==> config.mk <==
export PLATFORM = sky130hd
export DESIGN_NAME = sadc_top
export DESIGN_NICKNAME = d
export VERILOG_FILES = /design/src/rtl/sadc_top.v
export VERILOG_INCLUDE_DIRS = /design/src /design/src/rtl
export SDC_FILE = /design/constraint.sdc
export NUM_CORES = 1
export LEC_CHECK = 0
export ABC_AREA = 1
export BUFFER_PORTS_ARGS = -buffer_cell sky130_fd_sc_hd__buf_2
export CORE_ASPECT_RATIO = 1.1
export CORE_MARGIN = 4
export CORE_UTILIZATION = 40
export DETAILED_ROUTE_END_ITERATION = 10
export PLACE_DENSITY = 0.72
export REMOVE_ABC_BUFFERS = 1
export SLEW_MARGIN = 20
export SYNTH_ARGS = -nofsm -noshare
export SYNTH_HDL_FRONTEND = slang
export SYNTH_SLANG_ARGS = --single-unit
==> constraint.sdc <==
create_clock -name clk -period 7.11 [get_ports clk]
set_input_delay 1.422 -clock clk [delete_from_list [all_inputs] [get_ports clk]]
set_output_delay 1.422 -clock clk [all_outputs]
set_load 0.01 [all_outputs]
==> src/rtl/sadc_defs.vh <==
// register offsets, field positions, reset values and timing counts for the converter control
`ifndef SADC_DEFS_VH
`define SADC_DEFS_VH

// --------------------------------------------------------------
// register offsets
// --------------------------------------------------------------
`define SADC_ADDR_MISC_MASK 8'h92
`define SADC_ADDR_P1_MASK 8'h96
`define SADC_ADDR_TRIM 8'hbb
`define SADC_ADDR_CFG 8'hc3
`define SADC_ADDR_CTRL 8'hc4
`define SADC_ADDR_RES_LOW 8'hc5
`define SADC_ADDR_RES_HIGH 8'hc6

// --------------------------------------------------------------
// converter_control fields
// --------------------------------------------------------------
`define SADC_CTRL_ON 7
`define SADC_CTRL_CHS3 5
`define SADC_CTRL_DONE 4
`define SADC_CTRL_GO 3
`define SADC_CTRL_CHS_HI 2
`define SADC_CTRL_CHS_LO 0

// --------------------------------------------------------------
// converter_config and offset_trim_config fields
// --------------------------------------------------------------
`define SADC_CFG_CLK_HI 7
`define SADC_CFG_CLK_LO 5
`define SADC_CFG_RALIGN 4
`define SADC_CFG_TRIG_HI 1
`define SADC_CFG_TRIG_LO 0
`define SADC_TRIM_HI 4
`define SADC_TRIM_LO 0

// --------------------------------------------------------------
// reset values
// --------------------------------------------------------------
`define SADC_RST_BYTE 8'h00
`define SADC_RST_TRIM 5'h00
`define SADC_RST_RESULT 10'h000

// --------------------------------------------------------------
// trigger modes and clock codes
// --------------------------------------------------------------
`define SADC_TRIG_SOFT 2'h0
`define SADC_TRIG_TIMER0 2'h1
`define SADC_TRIG_FREE 2'h2
`define SADC_TRIG_UART3 2'h3
`define SADC_CLK_UART3 3'h6
`define SADC_CLK_TIMER4 3'h7

// --------------------------------------------------------------
// timing
// --------------------------------------------------------------
`define SADC_CONV_CLOCKS 5'h1e
`define SADC_RES_MAX 11'sh3ff

`endif

==> src/rtl/sadc_top.v <==
// control logic of the ten-bit successive-approximation converter
//
// What this block does
// - a conversion lasts exactly thirty conversion-clock ticks, start to stored result and flag.
// - converter_on clear powers the converter off; set powers it up.
// - completion sets convert_done_flag, requests interrupt if enabled; software clears by writing zero.
// - writing one to convert_go starts; zero does nothing; completion sets flag, and clears go in software trigger mode only.
// - start requests are ignored while convert_go or convert_done_flag is high.
// - four-bit input_select picks port1 pins 0-7, port5 pins 0-6, port2 pin 0.
// - conv_clock_select gives clock divided 1..32, or uart3 or timer4 overflow halved.
// - left alignment puts bits 9-2 in result_high, bits 1-0 in result_low 7-6.
// - right alignment puts bits 9-8 in result_high 1-0, bits 7-0 in result_low.
// - result bits unused by the chosen alignment read as zero.
// - result is an unsigned ten-bit code, zero at bottom of range.
// - trigger_source_select picks software, timer0 overflow, free running or uart3 overflow.
// - five-bit two's-complement offset_trim is added to each raw result before storing.
// - a set analog_only_mask bit disables that pin's digital input and reads zero.
// - conversions finish during idle and may wake the cpu; power-down stops the converter.
// - hardware trigger modes keep converting until disabled, or until the next completion after software mode is selected.
// - at completion both result registers, flag set and (in software mode) go clear change together.
//
// The implementer's own choice: the plain strobed port.
`timescale 1ns/1ps
`include "sadc_defs.vh"

module sadc_top (
  input wire clk,
  input wire reset,
  input wire clk_en,
  input wire [7:0] reg_addr,
  input wire [7:0] reg_wdata,
  input wire reg_wr,
  input wire reg_rd,
  output reg [7:0] reg_rdata,
  input wire done_irq_enable,
  input wire idle_mode,
  input wire power_down_mode,
  input wire timer0_overflow,
  input wire uart3_rate_overflow,
  input wire timer4_overflow,
  output wire done_irq_request,
  output wire cpu_wake_request,
  output wire converter_power,
  output reg [3:0] sar_channel,
  output reg sar_sample,
  output wire sar_clk_tick,
  input wire [9:0] sar_result,
  input wire [7:0] port1_pins,
  input wire [7:0] misc_pins,
  output wire [7:0] port1_din_enable,
  output wire [7:0] misc_din_enable,
  output reg [7:0] port1_pin_value,
  output reg [7:0] misc_pin_value
);

  // --------------------------------------------------------------
  // states
  // --------------------------------------------------------------
  localparam [1:0] ST_IDLE = 2'b01;
  localparam [1:0] ST_CONV = 2'b10;

  // --------------------------------------------------------------
  // functions
  // --------------------------------------------------------------

  // mask of divider bits that must all be one for a tick
  function [4:0] div_mask;
    input [2:0] sel;
    begin
      case (sel)
        3'h0: div_mask = 5'h00;
        3'h1: div_mask = 5'h01;
        3'h2: div_mask = 5'h03;
        3'h3: div_mask = 5'h07;
        3'h4: div_mask = 5'h0f;
        default: div_mask = 5'h1f;
      endcase
    end
  endfunction

  // raw code plus signed trim, clamped to the ten-bit range
  function [9:0] trim_sat;
    input [9:0] raw;
    input [4:0] trim;
    reg signed [11:0] sum;
    begin
      sum = $signed({2'b00, raw}) + $signed({{7{trim[4]}}, trim});
      if (sum < 12'sd0) begin
        trim_sat = 10'h000;
      end else if (sum > 12'sd1023) begin
        trim_sat = 10'h3ff;
      end else begin
        trim_sat = sum[9:0];
      end
    end
  endfunction

  // --------------------------------------------------------------
  // registers
  // --------------------------------------------------------------
  reg [1:0] state;
  reg converter_on;
  reg [3:0] input_select;
  reg convert_done_flag;
  reg convert_go;
  reg [2:0] conv_clock_select;
  reg right_align_select;
  reg [1:0] trigger_source_select;
  reg [4:0] offset_trim;
  reg [7:0] port1_analog_only_mask;
  reg [7:0] port_misc_analog_only_mask;
  reg [7:0] result_high;
  reg [7:0] result_low;
  reg [2:0] cur_clock_select;
  reg [4:0] div_cnt;
  reg ovf_half;
  reg [4:0] tick_cnt;

  wire wr_ctrl;
  wire active;
  wire trig_hit;
  wire conv_tick;
  wire conv_last;
  wire start_conv;
  wire ovf_sel;
  wire [9:0] stored;
  reg [7:0] next_rdata;

  // --------------------------------------------------------------
  // decode and combinational control
  // --------------------------------------------------------------

  assign wr_ctrl = reg_wr && (reg_addr == `SADC_ADDR_CTRL);

  // power-down freezes the sequence; idle does not
  assign active = converter_on && !power_down_mode;
  assign converter_power = converter_on;

  // trigger source decides when a pending go turns into a start
  assign trig_hit = (trigger_source_select == `SADC_TRIG_SOFT) ? 1'b1 :
                    (trigger_source_select == `SADC_TRIG_TIMER0) ? timer0_overflow :
                    (trigger_source_select == `SADC_TRIG_FREE) ? 1'b1 :
                    uart3_rate_overflow;

  assign start_conv = (state == ST_IDLE) && convert_go && active && trig_hit;

  // overflow-derived clocks tick on every second overflow
  assign ovf_sel = (cur_clock_select == `SADC_CLK_UART3) ? uart3_rate_overflow : timer4_overflow;
  // gated by clk_en so the core never counts a tick while the sequence is frozen
  assign conv_tick = clk_en && (state == ST_CONV) && active &&
                     ((cur_clock_select < `SADC_CLK_UART3) ?
                      ((div_cnt & div_mask(cur_clock_select)) == div_mask(cur_clock_select)) :
                      (ovf_sel && ovf_half));
  assign conv_last = conv_tick && (tick_cnt == (`SADC_CONV_CLOCKS - 5'h01));
  assign sar_clk_tick = conv_tick;

  assign stored = trim_sat(sar_result, offset_trim);

  // the flag requests an interrupt when done_irq_enable is set and, in idle, wakes the cpu
  assign done_irq_request = convert_done_flag && done_irq_enable;
  assign cpu_wake_request = done_irq_request && idle_mode;

  // masked pins lose their digital input path
  assign port1_din_enable = ~port1_analog_only_mask;
  assign misc_din_enable = ~port_misc_analog_only_mask;

  // --------------------------------------------------------------
  // configuration registers
  // --------------------------------------------------------------

  // reserved bits are simply not stored, so they never steer anything
  always @(posedge clk or posedge reset) begin
    if (reset) begin
      conv_clock_select <= 3'h0;
      right_align_select <= 1'b0;
      trigger_source_select <= `SADC_TRIG_SOFT;
      offset_trim <= `SADC_RST_TRIM;
      port1_analog_only_mask <= `SADC_RST_BYTE;
      port_misc_analog_only_mask <= `SADC_RST_BYTE;
      converter_on <= 1'b0;
      input_select <= 4'h0;
    end else if (clk_en) begin
      if (reg_wr && (reg_addr == `SADC_ADDR_CFG)) begin
        conv_clock_select <= reg_wdata[`SADC_CFG_CLK_HI:`SADC_CFG_CLK_LO];
        right_align_select <= reg_wdata[`SADC_CFG_RALIGN];
        trigger_source_select <= reg_wdata[`SADC_CFG_TRIG_HI:`SADC_CFG_TRIG_LO];
      end
      if (reg_wr && (reg_addr == `SADC_ADDR_TRIM)) begin
        offset_trim <= reg_wdata[`SADC_TRIM_HI:`SADC_TRIM_LO];
      end
      if (reg_wr && (reg_addr == `SADC_ADDR_P1_MASK)) begin
        port1_analog_only_mask <= reg_wdata;
      end
      if (reg_wr && (reg_addr == `SADC_ADDR_MISC_MASK)) begin
        port_misc_analog_only_mask <= reg_wdata;
      end
      if (wr_ctrl) begin
        converter_on <= reg_wdata[`SADC_CTRL_ON];
        input_select <= {reg_wdata[`SADC_CTRL_CHS3], reg_wdata[`SADC_CTRL_CHS_HI:`SADC_CTRL_CHS_LO]};
      end
    end
  end

  // --------------------------------------------------------------
  // go and done flags
  // --------------------------------------------------------------

  // completion sets the flag even in the cycle software clears it
  always @(posedge clk or posedge reset) begin
    if (reset) begin
      convert_done_flag <= 1'b0;
      convert_go <= 1'b0;
    end else if (clk_en) begin
      if (conv_last) begin
        convert_done_flag <= 1'b1;
      end else if (wr_ctrl && !reg_wdata[`SADC_CTRL_DONE]) begin
        convert_done_flag <= 1'b0;
      end
      if (!converter_on || (wr_ctrl && !reg_wdata[`SADC_CTRL_ON])) begin
        convert_go <= 1'b0;
      end else if (conv_last && (trigger_source_select == `SADC_TRIG_SOFT)) begin
        convert_go <= 1'b0;
      end else if ((state == ST_IDLE) && (trigger_source_select == `SADC_TRIG_SOFT) && convert_go) begin
        convert_go <= convert_go;
      end else if (wr_ctrl && reg_wdata[`SADC_CTRL_GO] && !convert_go && !convert_done_flag) begin
        convert_go <= 1'b1;
      end
    end
  end

  // --------------------------------------------------------------
  // conversion sequencer
  // --------------------------------------------------------------

  // divider restarts at each start so every conversion is exactly thirty ticks long
  always @(posedge clk or posedge reset) begin
    if (reset) begin
      state <= ST_IDLE;
      div_cnt <= 5'h00;
      ovf_half <= 1'b0;
      tick_cnt <= 5'h00;
      cur_clock_select <= 3'h0;
      sar_channel <= 4'h0;
      sar_sample <= 1'b0;
    end else if (clk_en) begin
      sar_sample <= 1'b0;
      case (state)
        ST_IDLE: begin
          if (start_conv) begin
            state <= ST_CONV;
            div_cnt <= 5'h00;
            ovf_half <= 1'b0;
            tick_cnt <= 5'h00;
            cur_clock_select <= conv_clock_select;
            sar_channel <= input_select;
            sar_sample <= 1'b1;
          end
        end
        ST_CONV: begin
          if (!converter_on) begin
            state <= ST_IDLE;
          end else if (active) begin
            div_cnt <= div_cnt + 5'h01;
            if ((cur_clock_select >= `SADC_CLK_UART3) && ovf_sel) begin
              ovf_half <= !ovf_half;
            end
            if (conv_last) begin
              state <= ST_IDLE;
            end else if (conv_tick) begin
              tick_cnt <= tick_cnt + 5'h01;
            end
          end
        end
        default: begin
          state <= ST_IDLE;
        end
      endcase
    end
  end

  // --------------------------------------------------------------
  // result registers
  // --------------------------------------------------------------

  // both bytes load in the completion cycle, unused bits forced to zero
  always @(posedge clk or posedge reset) begin
    if (reset) begin
      result_high <= `SADC_RST_BYTE;
      result_low <= `SADC_RST_BYTE;
    end else if (clk_en && conv_last) begin
      if (right_align_select) begin
        result_high <= {6'h00, stored[9:8]};
        result_low <= stored[7:0];
      end else begin
        result_high <= stored[9:2];
        result_low <= {stored[1:0], 6'h00};
      end
    end
  end

  // --------------------------------------------------------------
  // port input values
  // --------------------------------------------------------------

  // masked pins read as zero in their port input register
  always @(posedge clk or posedge reset) begin
    if (reset) begin
      port1_pin_value <= 8'h00;
      misc_pin_value <= 8'h00;
    end else if (clk_en) begin
      port1_pin_value <= port1_pins & ~port1_analog_only_mask;
      misc_pin_value <= misc_pins & ~port_misc_analog_only_mask;
    end
  end

  // --------------------------------------------------------------
  // register read port
  // --------------------------------------------------------------

  // read mux; reserved and unmapped positions return zero
  always @* begin
    next_rdata = 8'h00;
    case (reg_addr)
      `SADC_ADDR_CTRL: begin
        next_rdata = {converter_on, 1'b0, input_select[3], convert_done_flag,
                      convert_go, input_select[2:0]};
      end
      `SADC_ADDR_CFG: begin
        next_rdata = {conv_clock_select, right_align_select, 2'b00, trigger_source_select};
      end
      `SADC_ADDR_TRIM: begin
        next_rdata = {3'b000, offset_trim};
      end
      `SADC_ADDR_RES_LOW: begin
        next_rdata = result_low;
      end
      `SADC_ADDR_RES_HIGH: begin
        next_rdata = result_high;
      end
      `SADC_ADDR_P1_MASK: begin
        next_rdata = port1_analog_only_mask;
      end
      `SADC_ADDR_MISC_MASK: begin
        next_rdata = port_misc_analog_only_mask;
      end
      default: begin
        next_rdata = 8'h00;
      end
    endcase
  end

  // read data stands only in the cycle after the strobe
  always @(posedge clk or posedge reset) begin
    if (reset) begin
      reg_rdata <= 8'h00;
    end else if (clk_en) begin
      reg_rdata <= reg_rd ? next_rdata : 8'h00;
    end
  end

endmodule

* Word level (Yosys, flattened, before mapping)
Index checks and enable logic that the tools add are counted.
** Word-level totals
- Output and inout bits :: 49
- Bits of input ports :: 53
- Logic and storage cells :: 151
- Bits in registers :: 95
** Cells by class
- Equality and inequality tests :: 27
- Bitwise operators :: 5
- Order comparisons :: 4
- Add/subtract/negate cells :: 3
- Multiplexer cells :: 39
- Reductions and logical operators :: 51
** Operators with widths (count)
- $eq A8 B8 Y1 const B :: 7
- $pmux W8 S7 :: 1
- $mux W5 :: 7
- $logic_and A1 B1 Y1 :: 26
- $pmux W5 S5 :: 1
- $mux W8 :: 3
- $mux W10 :: 2
- $pmux W5 S2 :: 2
- $mux W1 :: 17
- $and A8 B8 Y8 :: 2
- $not A8 Y8 :: 2
- $add A11 B5 Y12 :: 1
- $gt A12 B11 Y1 const B :: 1
- $lt A12 B1 Y1 const B :: 1
- $reduce_and A2 Y1 :: 6
- $add A5 B1 Y5 const B :: 2
- $ne A2 B2 Y1 const B :: 5
- $ne A3 B3 Y1 const B :: 3
- $mux W2 :: 4
- $logic_not A1 Y1 :: 7
- $reduce_and A7 Y1 :: 1
- $eq A3 B2 Y1 const B :: 2
- $eq A3 B3 Y1 const B :: 2
- $reduce_and A3 Y1 :: 2
- 19 further kinds :: 22

* Longest topological paths before layout
- Depth in word-level cells :: 11
- Gate-level depth with buffers :: 13
- Gate-level depth less buffers :: 13

* Worst setup path after synthesis
No wires, ideal clock.
- Path type :: input -> output
- Start :: input uart3_rate_overflow
- End :: output sar_clk_tick
- Data required time :: 5.688 ns
- Path buffers :: 0
- Slack :: 3.584 ns
- Arrival :: 2.104 ns
- Stages :: 6
- Cells stage by stage :: inv_1 o21ai_0 nand3_1 o21ai_1 nand2_1 nor2_2
** Between the ends
- Longest elaborated chain between the ends :: 4
** Ends and longest elaborated chain
- from (decl) :: RTL line sadc_top.v:39 : input wire uart3_rate_overflow,
- $mux W1 :: RTL line sadc_top.v:148 : assign ovf_sel = (cur_clock_select == `SADC_CLK_UART3) ? uart3_rate_overflow : timer4_overflow;
- $logic_and A1 B1 Y1 :: RTL line sadc_top.v:153 : (ovf_sel && ovf_half));
- $mux W1 :: RTL line sadc_top.v:151 : ((cur_clock_select < `SADC_CLK_UART3) ?
- $logic_and A1 B1 Y1 :: RTL line sadc_top.v:150 : assign conv_tick = clk_en && (state == ST_CONV) && active &&
- to (decl) :: RTL line sadc_top.v:46 : output wire sar_clk_tick,
No other way between the ends.

* Final worst setup path
Ends and elaborated chain as after synthesis.

==> impl_summary.md <==
Drt
The total DRC errors in the routed layout is 0. The detailed router placed 4,725 vias in this run. The count of TritonRoute iterations in the first routing pass is 5.

The via-per-instance ratio is 5.10. The average wire length per cell after detail routing is 14.6 µm. In this run, the number of DRC markers left after iteration 0 of detailed routing was between 300 and 400. Summed over all layers, the routed wires come to 13,500 µm. Once detail routing completed, the nets flagged for antenna violations numbered 0.

Critical path
The worst reg-to-reg setup slack is 4800 ps. The data arrival time at the worst-slack endpoint is 2390 ps. The data required time of the critical path is 5690 ps. The launching element of the worst setup path is uart3_rate_overflow. The critical path start-end classification is input pin to primary output. The worst register-to-register path ends at result_high[5]$_DFFE_PP0P_. Counting cells, the worst reg-to-reg path comes to 9. The worst register-to-register path begins at offset_trim[4]$_DFFE_PP0P_. Along the worst path, the maximum fanout reaches 2. The worst setup path is launched from an input pin.

The worst setup path is captured at a primary output.

Finish
Of the cells placed in the final design, the portion with a size suffix greater than 1 is 0.186. After routing the design area is 0.00608 mm². The library cell used most frequently in the layout, excluding fill and tap cells, is sky130_fd_sc_hd__nand2_1.

The sequential cell area in the final layout is 0.00238 mm². The utilization after layout is 0.485. In the layout the commonest cells are 215 x sky130_fd_sc_hd__nand2_1, 101 x sky130_fd_sc_hd__buf_2, 94 x sky130_fd_sc_hd__dfrtp_1. The layout overhead on the synthesized area is 19.0%. The filler cells instantiated in the layout total 1,263. The multi-input combinational cells in the finished layout cover a total of 0.00235 mm². The antenna diode count is 0. The net total in the final layout is around 830.

Synthesis
The area share of fa/ha/maj cells after synthesis is 0.0382. The compound-cell area share of the yosys netlist is 0.107. The synthesized-area fraction occupied by xor and xnor cells is 0.0171. By area, the combinational part of the netlist is dominated by simple AND/OR/NAND/NOR gates. The yosys synthesis warning count is 0.

The fraction of the mapped netlist area in simple logic gates is 0.298. The mean area per synthesized cell is 7.68 µm². Counting every instance in the synthesized netlist gives 665. The number of flip-flops and latches in the synthesized netlist is 95. The post-synthesis instance area is 0.00511 mm². The post-synthesis sequential area ratio is 0.466. The count of distinct cell types in the synthesized netlist is 41. The multiplexer fraction of the synthesized cell area is 0.

Clock tree
The clock root buffer is sky130_fd_sc_hd__clkbuf_16. After clock tree synthesis, the clock-pin slew on the worst setup and hold paths is 80 ps. The number of resized instances in the post-cts repair step is 0. CTS saw 95 sinks.

The clock tree from TritonCTS is yes. The clock passes through at most 2 buffers. The number of hold buffers added after CTS is 0. The H-tree was split into 3 levels. The later pin in the worst-skew pair is clocked with a latency of 350 ps.

The number of buffers added by the clock tree synthesis step is 9. The number of buffers inserted by post-CTS setup repair is 0.

STA
For the pin with the worst max-slew slack, the measured transition is 926 ps. Adding up every negative setup slack in the final design gives 0 ps. The total setup violations reported at the end of the flow is 0. In this run the tightest slew margin relative to its limit is 0.383. The number of failing hold endpoints at the final stage was 0. Setup repair after global routing left no endpoint under its margin. The clock arrives with slightly below 8 ps of skew. The clock period could shrink to about 3800 ps. The count of pins over their slew limit is 0. The fmax is ~0.26 GHz. Dividing the final minimum period by the clock period gives 0.536.

Status
The flow ran to the end, and the final reports show no timing, DRC or antenna violations.

GRT
The via count of the first global-routing pass is 4,509. The number of antenna violations at the first check in global routing was 0. The pin count of the biggest net entering global routing is between 70 and 80. The total track usage is 0.188. The global-route wire length before repair is roughly 22,000 µm. The aggregate global routing overflow is 0.

Flow run
The max-cap check violation count is 0.

Placement
The weighted congestion reported at the end of routability-driven placement is 0.840. The number of port buffers is 101. The cell area after placement is 0.00577 mm².

After legalization and detailed placement, the total HPWL measured 10,200 µm.

Die
The area of the core is 0.0125 mm². The die height is 127 µm. The top-level I/O count is 102.

The area of the die is 0.0146 mm². The initial core utilization is 0.407. Measured along the x axis, the die boundary spans 116 µm. The number of rows created at floorplan is between 40 and 50.

Min path
The destination of the worst hold path is misc_pin_value[3]$_DFFE_PP0P_. The worst hold path passes through 2 cells. The worst hold-check path type is register to register.

The worst hold path begins at misc_pin_value[3]$_DFFE_PP0P_.

Power
The power density over cell area is between 150 and 200 mW/mm². For this design the static power due to leakage is 3.20 nW. Across the VDD grid, the largest voltage drop is 0.142 mV.
==> cell families after synthesis <==
logic type               count (synthesis)
flip-flops                              95
AND/OR/NAND/NOR                        347
AO/OA/AOI/OAI                           98
buffers and inverters                  100
XOR/XNOR                                10
adder cells (fa/ha/maj)                 15
==> layout make-up <==
| class | count | share of cell area |
|---|---|---|
| flip-flops and latches | 95 | 0.391 |
| multi-input cells | 470 | 0.386 |
| repair buffers | 102 | 0.0844 |
| clock buffers | 9 | 0.0371 |
| inverters | 87 | 0.0541 |
| well taps | 157 | 0.0323 |
| clock inverters | 7 | 0.0142 |
==> registers in the layout, indices dropped and copies added (netlist names) <==
register / cells
state: 2
port_misc_analog_only_mask: 8
result_low: 8
ovf_half: 1
tick_cnt: 5
port1_analog_only_mask: 8
misc_pin_value: 8
result_high: 8
div_cnt: 5
convert_done_flag: 1
conv_clock_select: 3
converter_power: 1
input_select: 4
sar_channel: 4
convert_go: 1
right_align_select: 1
port1_pin_value: 8
cur_clock_select: 3
trigger_source_select: 2
reg_rdata: 8
offset_trim: 5
sar_sample: 1
==> where the power goes <==
| part | switching (mW) | internal, mW |
|---|---|---|
| sequential | 0.0101 | 0.555 |
| combinational | 0.0678 | 0.0378 |
| clock | 0.229 | 0.282 |
| total | 0.307 | 0.875 |
==> per-stage QoR <==
step | hold WS (ps) | worst slack (ps) | power (mW) | std cells
3_5_place_dp | 460 | 3280 | 0.682 | 911
6_report | 476 | 3300 | 1.18 | 927
5_1_grt | 501 | 3140 | 1.23 | 927
4_1_cts | 479 | 3280 | 1.19 | 927
3_3_place_gp | 457 | 3310 | 0.681 | 911
2_1_floorplan | 449 | 3210 | 0.633 | 652
==> synthesized netlist by cell type, drive strengths merged <==
library cell  count  area [µm²]
nand2           219         837
dfrtp            94        2350
inv              86         323
nand3            71         373
o21ai            59         299
nor2             39         181
ha               14         175
o22ai            14        87.6
a21oi            13        65.1
clkbuf            9        33.8
nand4             7        43.8
xor2              7        61.3
nor3              6        51.3
buf               4        20.0
o211ai            4        30.0
o21bai            3        22.5
or2               3        18.8
xnor2             3        26.3
o211a             2        20.0
a21o              1        7.51
a31oi             1        6.26
clkinv            1        3.75
dfstp             1        26.3
fa                1        20.0
nand3b            1        7.51
nor3b             1        7.51
o21a              1        7.51
==> worst max-delay path by stage <==
stage | slack, ps | endpoint | cells past startpoint
global placement | 3310 | sar_clk_tick | 8
floorplan | 3210 | conv_clock_select[0]$_DFFE_PP0P_ | 1
detailed placement | 3280 | sar_clk_tick | 8
global route | 3140 | sar_clk_tick | 8
CTS | 3280 | sar_clk_tick | 8
finish | 3300 | sar_clk_tick | 8
==> routing by layer <==
layer | vias to the layer above | share of wire | track usage
li1 | 2346 | - | -
met1 | 2244 | 0.44 | 0.253
met2 | 122 | 0.49 | 0.312
met3 | 13 | 0.054 | 0.0415
met4 | 0 | 0.011 | 0.0362
met5 | - | 0 | 0
==> critical path, cell delays in order <==
cell and delay, ps:
sky130_fd_sc_hd__buf_2 90, sky130_fd_sc_hd__inv_1 30, sky130_fd_sc_hd__o21ai_0 140, sky130_fd_sc_hd__nand3_1 110, sky130_fd_sc_hd__o21ai_1 200, sky130_fd_sc_hd__nand2_1 90, sky130_fd_sc_hd__nor2_2 160, sky130_fd_sc_hd__buf_2 160
Power figures use the tool's default switching activity.
